$ cat src/shared/cal_pkg.sv
// Shared constants and carriers for the range/error calibration command decoder.
// Assumes the CAN controller hands over whole received frames, one per valid cycle.
package cal_pkg;

    localparam int NUM_IN = 4;
    localparam int MAG_W = 24;
    localparam int VAL_W = 25;
    localparam int PGN_W = 18;
    localparam int LEN_W = 4;
    localparam int MSG_BYTES = 6;

    // Frame layout, byte index from the first data byte
    localparam int BYTE_CMD = 0;
    localparam int BYTE_OPT = 1;
    localparam int BYTE_SIGN = 2;
    localparam int BYTE_MAG_HI = 3;
    localparam int BYTE_MAG_MID = 4;
    localparam int BYTE_MAG_LO = 5;

    // Option byte fields
    localparam int MAXSEL_BIT = 4;
    localparam int MASK_W = 4;

    localparam logic [LEN_W-1:0] MSG_LEN = 4'h6;
    localparam logic [PGN_W-1:0] PGN_DEFAULT = 18'h0ffa5;

    // Command codes
    localparam logic [7:0] CMD_RANGE_SET = 8'ha5;
    localparam logic [7:0] CMD_RANGE_SAVE = 8'h5a;
    localparam logic [7:0] CMD_ERROR_SET = 8'ha6;
    localparam logic [7:0] CMD_ERROR_SAVE = 8'h6a;

    // Sign byte codes
    localparam logic [7:0] SIGN_POS = 8'h00;
    localparam logic [7:0] SIGN_NEG = 8'h01;

    typedef logic signed [VAL_W-1:0] setpt_t;

    // Setpoints after reset
    localparam setpt_t RANGE_MIN_RST = 25'h0000000;
    localparam setpt_t RANGE_MAX_RST = 25'h0000000;
    localparam setpt_t ERROR_MIN_RST = 25'h0000000;
    localparam setpt_t ERROR_MAX_RST = 25'h0000000;

    typedef enum logic [2:0] {
        OP_NONE = 3'b000,
        OP_RANGE_SET = 3'b001,
        OP_RANGE_SAVE = 3'b010,
        OP_ERROR_SET = 3'b011,
        OP_ERROR_SAVE = 3'b100
    } cal_op_e;

    typedef struct packed {
        logic valid;
        logic [PGN_W-1:0] pgn;
        logic [LEN_W-1:0] len;
        logic [MSG_BYTES-1:0][7:0] data;
    } can_msg_s;

    typedef struct packed {
        cal_op_e op;
        logic maxsel;
        logic [MASK_W-1:0] mask;
        setpt_t value;
    } cal_req_s;

    typedef struct packed {
        setpt_t range_min;
        setpt_t range_max;
        setpt_t error_min;
        setpt_t error_max;
    } chan_setpt_s;

endpackage

$ cat src/rtl/cal_msg_decode.sv
// Frame decoder: filters by group, checks length, command and sign, forms the signed value.
// Assumes a frame is presented for one cycle with valid high.
`timescale 1ns/1ps
`default_nettype none
module cal_msg_decode
    import cal_pkg::*;
(
    // Clock and reset
    input wire logic clk,
    input wire logic rst,
    input wire logic ce,
    // Received frame
    input wire can_msg_s msg,
    input wire logic [PGN_W-1:0] pgn_sel,
    // Decoded request
    output cal_req_s req_q,
    output logic drop_q
);

    logic [7:0] cmd;
    logic [7:0] opt;
    logic [7:0] sgn;
    logic [MAG_W-1:0] mag;
    logic for_us;
    logic is_save;
    logic sign_ok;
    logic take;
    cal_op_e op_d;
    setpt_t mag_s;
    setpt_t val_d;

    assign cmd = msg.data[BYTE_CMD];
    assign opt = msg.data[BYTE_OPT];
    assign sgn = msg.data[BYTE_SIGN];
    assign mag = {msg.data[BYTE_MAG_HI], msg.data[BYTE_MAG_MID], msg.data[BYTE_MAG_LO]};
    assign for_us = msg.valid && (msg.pgn == pgn_sel);

    always_comb begin
        case (cmd)
            CMD_RANGE_SET: op_d = OP_RANGE_SET;
            CMD_RANGE_SAVE: op_d = OP_RANGE_SAVE;
            CMD_ERROR_SET: op_d = OP_ERROR_SET;
            CMD_ERROR_SAVE: op_d = OP_ERROR_SAVE;
            default: op_d = OP_NONE;
        endcase
    end

    assign is_save = (op_d == OP_RANGE_SAVE) || (op_d == OP_ERROR_SAVE);
    assign sign_ok = (sgn == SIGN_POS) || (sgn == SIGN_NEG);
    assign mag_s = setpt_t'({1'b0, mag});
    assign val_d = (sgn == SIGN_NEG) ? -mag_s : mag_s;
    // Saves ignore bytes 1..5, sets need a valid sign
    assign take = for_us && (msg.len == MSG_LEN) && (op_d != OP_NONE) && (is_save || sign_ok);

    always_ff @(posedge clk) begin
        if (rst) begin
            req_q <= '0;
        end else if (ce) begin
            req_q.op <= take ? op_d : OP_NONE;
            req_q.maxsel <= is_save ? 1'b0 : opt[MAXSEL_BIT];
            req_q.mask <= is_save ? '0 : opt[MASK_W-1:0];
            req_q.value <= is_save ? '0 : val_d;
        end
    end

    always_ff @(posedge clk) begin
        if (rst) begin
            drop_q <= 1'b0;
        end else if (ce) begin
            drop_q <= for_us && !take;
        end
    end

endmodule
`default_nettype wire

$ cat src/rtl/cal_chan_setpt.sv
// One input's range and error setpoints with their bound checks.
// Assumes capacity and magnitudes share the input's configured weight unit.
`timescale 1ns/1ps
`default_nettype none
module cal_chan_setpt
    import cal_pkg::*;
(
    // Clock and reset
    input wire logic clk,
    input wire logic rst,
    input wire logic ce,
    // Request and configuration
    input wire cal_req_s req,
    input wire logic sel,
    input wire logic [MAG_W-1:0] cap,
    // Stored setpoints and outcome
    output chan_setpt_s sp_q,
    output logic acc_q,
    output logic rej_q
);

    logic is_range;
    logic hit;
    logic in_bounds;
    setpt_t pos_cap;
    setpt_t neg_cap;
    setpt_t lo;
    setpt_t hi;

    assign is_range = (req.op == OP_RANGE_SET);
    assign hit = sel && (is_range || (req.op == OP_ERROR_SET));
    // Raw magnitudes compared in the input's own unit
    assign pos_cap = setpt_t'({1'b0, cap});
    assign neg_cap = -pos_cap;

    always_comb begin
        if (req.maxsel) begin
            lo = is_range ? sp_q.range_min : sp_q.error_min;
            hi = pos_cap;
        end else begin
            lo = neg_cap;
            hi = is_range ? sp_q.range_max : sp_q.error_max;
        end
    end

    assign in_bounds = (req.value >= lo) && (req.value <= hi);

    // Out-of-bounds values leave all setpoints untouched
    always_ff @(posedge clk) begin
        if (rst) begin
            sp_q.range_min <= RANGE_MIN_RST;
            sp_q.range_max <= RANGE_MAX_RST;
            sp_q.error_min <= ERROR_MIN_RST;
            sp_q.error_max <= ERROR_MAX_RST;
        end else if (ce && hit && in_bounds) begin
            case ({is_range, req.maxsel})
                2'b10: sp_q.range_min <= req.value;
                2'b11: sp_q.range_max <= req.value;
                2'b00: sp_q.error_min <= req.value;
                default: sp_q.error_max <= req.value;
            endcase
        end
    end

    always_ff @(posedge clk) begin
        if (rst) begin
            acc_q <= 1'b0;
            rej_q <= 1'b0;
        end else if (ce) begin
            acc_q <= hit && in_bounds;
            rej_q <= hit && !in_bounds;
        end
    end

endmodule
`default_nettype wire

$ cat src/rtl/cal_cmd_ctrl.sv
// Range and error calibration command handler for four strain inputs.
// Assumes frames arrive decoded from CAN; commit pulses drive a separate store writer.
//
// How it works
// - Calibration frames are six bytes: command, option, sign, three magnitude bytes.
// - Range codes: 0xa5 sets a value, 0x5a exits and commits settings.
// - Error codes: 0xa6 sets a value, 0x6a exits and commits settings.
// - Range option bit 4 clear picks minimum, set picks maximum.
// - Error option bit 4 clear picks minimum, set picks maximum.
// - New range minimum must lie between minus capacity and current range maximum.
// - New range maximum must lie between current range minimum and capacity.
// - New error minimum must lie between minus capacity and current error maximum.
// - New error maximum must lie between current error minimum and capacity.
// - Magnitude is 24-bit unsigned, first byte most significant.
// - Sign byte 0x00 positive, 0x01 negative, applied to the magnitude.
// - Range save ignores the other five bytes and only commits.
// - Error save ignores the other five bytes and only commits.
// - Magnitudes are in the input's configured weight unit.
// - Frames are decoded only from the selected group, default 0xffa5.
// - Option low nibble is a per-input mask; several inputs per frame.
`timescale 1ns/1ps
`default_nettype none
module cal_cmd_ctrl
    import cal_pkg::*;
(
    // Clock, reset, enable
    input wire logic CLK,
    input wire logic RST,
    input wire logic CE,
    // Received frames
    input wire can_msg_s MSG,
    input wire logic [PGN_W-1:0] PGN_SEL,
    // Per-input capacity in its weight unit
    input wire logic [NUM_IN-1:0][MAG_W-1:0] MAX_CAP,
    // Stored setpoints
    output wire chan_setpt_s [NUM_IN-1:0] SETPOINTS,
    // Outcome of each set frame, per input; one flag for each dropped frame
    output wire logic [NUM_IN-1:0] ACCEPT,
    output wire logic [NUM_IN-1:0] REJECT,
    output logic IGNORED,
    // Calibration session and commit
    output logic RANGE_CAL_ACTIVE,
    output logic ERROR_CAL_ACTIVE,
    output logic SAVE_RANGE,
    output logic SAVE_ERROR
);

    cal_req_s req;
    logic drop;
    logic msg_ours;

    cal_msg_decode u_decode (
        .clk(CLK),
        .rst(RST),
        .ce(CE),
        .msg(MSG),
        .pgn_sel(PGN_SEL),
        .req_q(req),
        .drop_q(drop)
    );

    genvar gi;
    generate
        for (gi = 0; gi < NUM_IN; gi++) begin : g_chan
            cal_chan_setpt u_chan (
                .clk(CLK),
                .rst(RST),
                .ce(CE),
                .req(req),
                .sel(req.mask[gi]),
                .cap(MAX_CAP[gi]),
                .sp_q(SETPOINTS[gi]),
                .acc_q(ACCEPT[gi]),
                .rej_q(REJECT[gi])
            );
        end
    endgenerate

    // Commit pulses, aligned with the per-input outcome
    always_ff @(posedge CLK) begin
        if (RST) begin
            SAVE_RANGE <= 1'b0;
            SAVE_ERROR <= 1'b0;
        end else if (CE) begin
            SAVE_RANGE <= (req.op == OP_RANGE_SAVE);
            SAVE_ERROR <= (req.op == OP_ERROR_SAVE);
        end
    end

    // Session flags: opened by a set frame, closed by its save
    always_ff @(posedge CLK) begin
        if (RST) begin
            RANGE_CAL_ACTIVE <= 1'b0;
        end else if (CE) begin
            if (req.op == OP_RANGE_SET) begin
                RANGE_CAL_ACTIVE <= 1'b1;
            end else if (req.op == OP_RANGE_SAVE) begin
                RANGE_CAL_ACTIVE <= 1'b0;
            end
        end
    end

    always_ff @(posedge CLK) begin
        if (RST) begin
            ERROR_CAL_ACTIVE <= 1'b0;
        end else if (CE) begin
            if (req.op == OP_ERROR_SET) begin
                ERROR_CAL_ACTIVE <= 1'b1;
            end else if (req.op == OP_ERROR_SAVE) begin
                ERROR_CAL_ACTIVE <= 1'b0;
            end
        end
    end

    always_ff @(posedge CLK) begin
        if (RST) begin
            IGNORED <= 1'b0;
        end else if (CE) begin
            IGNORED <= drop;
        end
    end

    // Checks
    assign msg_ours = MSG.valid && (MSG.pgn == PGN_SEL);

    generate
        for (gi = 0; gi < NUM_IN; gi++) begin : g_chk

        end
    endgenerate
endmodule
`default_nettype wire

$ cat config.mk
export PLATFORM = sky130hd
export DESIGN_NAME = cal_cmd_ctrl
export DESIGN_NICKNAME = d
export VERILOG_FILES = /design/src/shared/cal_pkg.sv /design/src/rtl/cal_msg_decode.sv /design/src/rtl/cal_chan_setpt.sv /design/src/rtl/cal_cmd_ctrl.sv
export SDC_FILE = /design/constraint.sdc
export NUM_CORES = 1
export LEC_CHECK = 0
export BUFFER_PORTS_ARGS = -buffer_cell sky130_fd_sc_hd__buf_2
export CAP_MARGIN = 30
export CELL_PAD_IN_SITES_DETAIL_PLACEMENT = 0
export CELL_PAD_IN_SITES_GLOBAL_PLACEMENT = 1
export CORE_ASPECT_RATIO = 0.75
export CORE_MARGIN = 2
export CORE_UTILIZATION = 30
export DETAILED_ROUTE_END_ITERATION = 6
export PLACE_DENSITY_LB_ADDON = 0.1
export SETUP_SLACK_MARGIN = 0.2
export SLEW_MARGIN = 20
export SYNTH_ARGS = -nofsm -noshare
export SYNTH_HDL_FRONTEND = slang
export SYNTH_SLANG_ARGS = --single-unit
$ cat constraint.sdc
create_clock -name CLK -period 12.9 [get_ports CLK]
set_input_delay 0.645 -clock CLK [delete_from_list [all_inputs] [get_ports CLK]]
set_output_delay 0.645 -clock CLK [all_outputs]
set_load 0.01 [all_outputs]
Word-level counts from Yosys, hierarchy flattened
Cells that the tools add are included.
- register bits after elaboration: 447
- output and inout bits: 413
- $add $sub $neg: 5
- order comparisons: 8
- eq/ne operators: 15
- multiplexer cells: 26
- bitwise logic cells: 1
- reductions and logical operators: 62
- operator list (operator ; number):
    two-way mux 25 bit ; 18
    negator 24 -> 25 bit ; 5
    greater-or-equal comparator 25 bit ; 4
    <= comparator 25 bit ; 4
    AND reduction 2 bit ; 18
    logical AND 1 bit ; 29
    == test 18 bit ; 1
    == test 8 x 7 -> 1 bit (second input constant) ; 2
    == test 8 bit (second input constant) ; 2
    case mux 3 bit (4 select lines) ; 1
    == test 3 x 2 -> 1 bit (second input constant) ; 3
    == test 8 x 1 -> 1 bit (second input constant) ; 1
    zero test 8 bit ; 1
    == test 3 bit (second input constant) ; 2
    zero test 1 bit ; 5
    two-way mux 1 bit ; 5
    == test 2 bit (second input constant) ; 2
    == test 4 x 3 -> 1 bit (second input constant) ; 1
    logical OR 1 bit ; 4
    two-way mux 4 bit ; 1
    nonzero test 2 bit ; 2
    == test 3 x 1 -> 1 bit (second input constant) ; 1
    two-way mux 3 bit ; 1
    nonzero test 3 bit ; 1
    other kinds (3) ; 3

Depth between registers and ports, before layout
- word-level depth: 8
- gate-level depth with buffers: 19
- depth with buffers taken out: 17

Cells and area by module
Synthesis repeated with hierarchy kept, for this count alone.
- cell total of the unflattened synthesis: 3253
- area total of the unflattened synthesis: 28511.1 µm²
- by module, submodules not included (module ; instances ; cells an instance ; area each (µm²) ; sequential area each (µm²)):
    cal_chan_setpt (g_chan[0].u_chan ...) ; 3 ; 734 ; 6576.3 ; 2042.0
    cal_chan_setpt (g_chan[1].u_chan) ; 1 ; 791 ; 6603.8 ; 2042.0
    cal_msg_decode ; 1 ; 241 ; 1959.4 ; 680.7
    cal_cmd_ctrl ; 1 ; 19 ; 219.0 ; 100.1

Least setup slack after synthesis
Ideal clock, no wire load.
- path type: input to register
- start point: input MAX_CAP[24] (netlist bit)
- end point: register g_chan[1].u_chan.sp_q[10] (netlist bit)
- data arrival time: 4.612 ns
- data required time: 12.773 ns
- path slack: 8.161 ns
- stages on the path: 19
- buffers on the path: 2
- cell sequence: inv_1 ha_1 nor3b_1 nand2_1 or2_2 clkbuf_1 or3_1 nor4_1 xnor2_1 a21oi_1 ha_1 nand3_1 or4_1 o21ai_0 o2bb2ai_1 a32oi_4 nand4_4 buf_6 mux2i_1
- cells in the longest elaborated chain, start to end: 6
- elaborated cells between the ends (all ways): 8
- those cells by class: 1 x add/sub; 2 x order compare; 2 x mux; 3 x reduce/logical
- RTL lines (item ; RTL line ; text):
    start, declared ; cal_cmd_ctrl.sv:34 ; input wire logic [NUM_IN-1:0][MAG_W-1:0] MAX_CAP,
    negator 24 -> 25 bit ; cal_chan_setpt.sv:34 ; assign neg_cap = -pos_cap;
    two-way mux 25 bit ; cal_chan_setpt.sv:37 ; if (req.maxsel) begin
    greater-or-equal comparator 25 bit ; cal_chan_setpt.sv:46 ; assign in_bounds = (req.value >= lo) && (req.value <= hi);
    logical AND 1 bit * ; cal_chan_setpt.sv:46 ;
    logical AND 1 bit * ; cal_chan_setpt.sv:55 ; end else if (ce && hit && in_bounds) begin
    AND reduction 2 bit (no line) * ; - ;
    end, declared ; cal_chan_setpt.sv:17 ; output chan_setpt_s sp_q,
Mark *: on every way between the ends. The rest lies on a longest branch, timed or not.
A chain may end at the register's enable or synchronous reset.

Worst setup path in the final report
- start point: register u_decode.req_q[29] (netlist bit)
- end point: register g_chan[2].u_chan.sp_q[29] (netlist bit)
- cells in the longest elaborated chain, start to end: 5
- elaborated cells between the ends (all ways): 8
- those cells by class: 2 x order compare; 2 x mux; 4 x reduce/logical
- RTL lines (item ; RTL line ; text):
    start, declared ; cal_msg_decode.sv:16 ; output cal_req_s req_q,
    two-way mux 25 bit ; cal_chan_setpt.sv:37 ;
    greater-or-equal comparator 25 bit / <= comparator 25 bit (equally long branches) ; cal_chan_setpt.sv:46 ;
    logical AND 1 bit ; cal_chan_setpt.sv:46 ;
    logical AND 1 bit ; cal_chan_setpt.sv:55 ;
    AND reduction 2 bit (no line) * ; - ;
    end, declared ; cal_chan_setpt.sv:17 ;
Marks and branches as above.

==> flow_metrics.tcl <==
set metrics [dict create \
    status "finished, final reports clean" \
    synth_commonest_cells "506 x nand2_1, 447 x dfxtp_1, 430 x nand2b_1, 405 x mux2i_1, 347 x a21oi_1" \
    hold_viol 0 \
    final.min_clock_period_ns 6.04 \
    rsz0062_at_grt "false" \
    r2r-start "u_decode.req_q[29]" \
    wl_per_cell_um 26.6 \
    cp-startpoint "u_decode.req_q[29]" \
    rr_worst_depth 14 \
    post-route-period-util_pct 46.8 \
    crit_required_ns 13.37 \
    grt_max_degree 155 \
    htreeDepth 2 \
    timing.fmax_mhz 166 \
    min_path_type "input port to flip-flop" \
    synth-simple-area-share_pct 24.5 \
    synth_area_per_cell_um2 8.33 \
    synth_cell_types 77 \
    synth_compound_area_share_pct 11.6 \
    cts_max_path_buffers 3 \
    place_hpwl_mm 97.5 \
    skew_ns 0.0292 \
    critPathCaptureType "flip-flop" \
    wl_mm 136 \
    antenna_found_initial 25 \
    synth.most_common_cell "nand2_1" \
    start_kind "flip-flop" \
    slew-limit-headroom_pct 33.3 \
    fillers 9814 \
    overflow 0 \
    final_max_slew_viol_count 0 \
    start_util_pct 30.3 \
    synthArstFlopShare_pct 0 \
    tightest_slew_ns 0.998 \
    hold_end "u_decode.req_q[29]" \
    synth_top_flop_cell "dfxtp_1" \
    r2r_end "g_chan[2].u_chan.sp_q[29]" \
    reg2reg_slack_ns 6.86 \
    worst_hold_slack_ns 0.283 \
    final_cells 5097 \
    place_congestion 0.854 \
    tns_ns 0 \
    finalWorstSetupSlack_ns 6.86 \
    ys_seq_area_share_pct 32.1 \
    fp.dieW_um 356 \
    vias 26000 \
    synthXorXnorAreaFrac_pct 3.87 \
    clk_pin_slew_worst_paths_ns 0.06 \
    synth_area_leader_cell "dfxtp_1" \
    synth-seq-cells 447 \
    cap_violations 0 \
    p_leak_nw 16.1 \
    insertion_delay_ns 0.64 \
    synth_top_area_share_pct 32.1 \
    fin_nets 4217 \
    crit_arrival_ns 6.51 \
    first_pass_iters 6 \
    hold_depth 3 \
    synth_edf_count 0 \
    synth_cells 3344 \
    vias_per_cell 5.10 \
    min_from "MSG[12]" \
    io_buffers 597 \
    synth_top_family_by_area "simple AND/OR/NAND/NOR gates" \
    drc_errors 0 \
    dp_cells 4994 \
    path_class "flip-flop to flip-flop" \
    syn_to_final_growth_pct 21.0 \
    initialDrtViolationCount 2115 \
    cts_tree "done" \
    fin_total_pwr_mw 3.40 \
    syn_area_um2 27900 \
    grt_pass1_wl_mm 189 \
    hold_buffers 0 \
    fp.dieH_um 268 \
    cts_root_buffer "clkbuf_16" \
    die-area_um2 95300 \
    core_area_um2 91800 \
    cellPowerDensity_nw_per_um2 101 \
    row_count 96 \
    postCtsSetupRepairBufs 0 \
    ys_top_cells_by_area "dfxtp_1 32%, mux2i_1 15%, nand2b_1 9.7%, ha_1 9.2%, nand2_1 6.8%" \
    grt_pass1_vias 24900 \
    grt_usage_pct 27.5 \
    dp_slack_ns 6.88 \
    antenna_left 0 \
    cts_resized 0 \
    cts_made_buffers 52 \
    drive_gt1_share_pct 20.8 \
    syn_nets 3737 \
    cts_sinks 447 \
    synth-adder-area-share_pct 9.21 \
    ioPinCount 601 \
    vdd_ir_drop_max_v 0.0000906 \
    ys_warn_count 0 \
    muxShareOfSynthArea_pct 14.6 \
    setup_viol 0 \
    worstPathMaxFanout 64 \
]
logic make-up after synthesis:
| family | after synthesis |
|---|---|
| buf+inv | 274 |
| xor+xnor | 123 |
| compound gates | 565 |
| fa+ha+maj | 205 |
| flops | 447 |
| mux | 405 |
| simple gates | 1325 |
power breakdown:
group / switching, mW / internal (mW)
logic: 0.291 / 0.164
clock network: 0.676 / 0.862
registers: 0.0165 / 1.39
sequential cells by signal, indices dropped and copies added, names as in the netlist:
name / count
g_chan.u_chan.sp_q: 400
u_decode.req_q: 33
g_chan.u_chan.acc_q: 4
g_chan.u_chan.rej_q: 4
ERROR_CAL_ACTIVE: 1
IGNORED: 1
RANGE_CAL_ACTIVE: 1
SAVE_ERROR: 1
SAVE_RANGE: 1
u_decode.drop_q: 1
worst max-delay path, cell delays in order (launching register included):
cell and delay [ns]:
dfxtp_4 0.69, buf_4 0.72, buf_4 0.61, buf_4 0.63, a21oi_1 0.09, a21oi_1 0.22
ha_1 0.28, nand2_1 0.07, nor2_1 0.05, a211oi_1 0.37, o31ai_1 0.11, a31oi_1 0.77
nand4_2 0.52, buf_4 0.45, mux2i_1 0.16
layout make-up:
class / instances / area (µm²) / share of cell area (%)
Multi-Input combinational cell: 2623 / 17800 / 52.8
Sequential cell: 447 / 8950 / 26.6
Timing Repair Buffer: 673 / 3600 / 10.7
Tap cell: 1225 / 1530 / 4.55
Clock buffer: 72 / 1520 / 4.50
Clock inverter: 23 / 195 / 0.579
Inverter: 27 / 103 / 0.304
Antenna cell: 7 / 17.5 / 0.0520
how the worst max path moves through the flow:
stage                                            to  slack (ns)  depth (start not counted)
after floorplan           g_chan[1].u_chan.sp_q[10]        8.16                         19
after detailed placement  g_chan[1].u_chan.sp_q[61]        6.88                         16
after CTS                 g_chan[2].u_chan.sp_q[29]        6.90                         14
after global placement    g_chan[1].u_chan.sp_q[69]        6.85                         16
final                     g_chan[2].u_chan.sp_q[29]        6.86                         14
after global routing      g_chan[2].u_chan.sp_q[29]        6.55                         13
metal layers:
metal | up-vias | share of wire, % | track usage (%)
li1 | 12600 | - | -
met1 | 12500 | 48 | 39.7
met2 | 693 | 43 | 42.1
met3 | 143 | 6.7 | 5.17
met4 | 24 | 2.1 | 6.00
met5 | - | 0.10 | 0
metrics by stage:
| step | util [%] | instance area, µm² |
|---|---|---|
| after floorplan | - | 27900 |
| after global placement | 34.8 | 31900 |
| after detailed placement | 34.8 | 32000 |
| after CTS | 36.7 | 33700 |
| after global routing | 36.7 | 33700 |
| final | 36.7 | 33700 |
placed cells by master, fill, tap and decap left out, types with 16 or more instances in the layout:
cell type / synthesis / final
buf_4: 8 / 73
nor4_1: 20 / 20
mux2i_1: 405 / 405
clkbuf_16: 0 / 53
nand3_1: 102 / 102
nor3_1: 38 / 38
a21o_1: 21 / 21
inv_1: 25 / 25
nor2_1: 91 / 91
nand2b_1: 430 / 427
nand2_1: 506 / 506
nand4_1: 42 / 42
ha_1: 205 / 205
xnor2_1: 76 / 76
buf_2: 25 / 596
dfxtp_1: 447 / 446
xor2_1: 47 / 47
o21ai_0: 80 / 80
a21oi_1: 347 / 347
or4_1: 16 / 16
No activity file was read; power rests on OpenSTA's default activity.
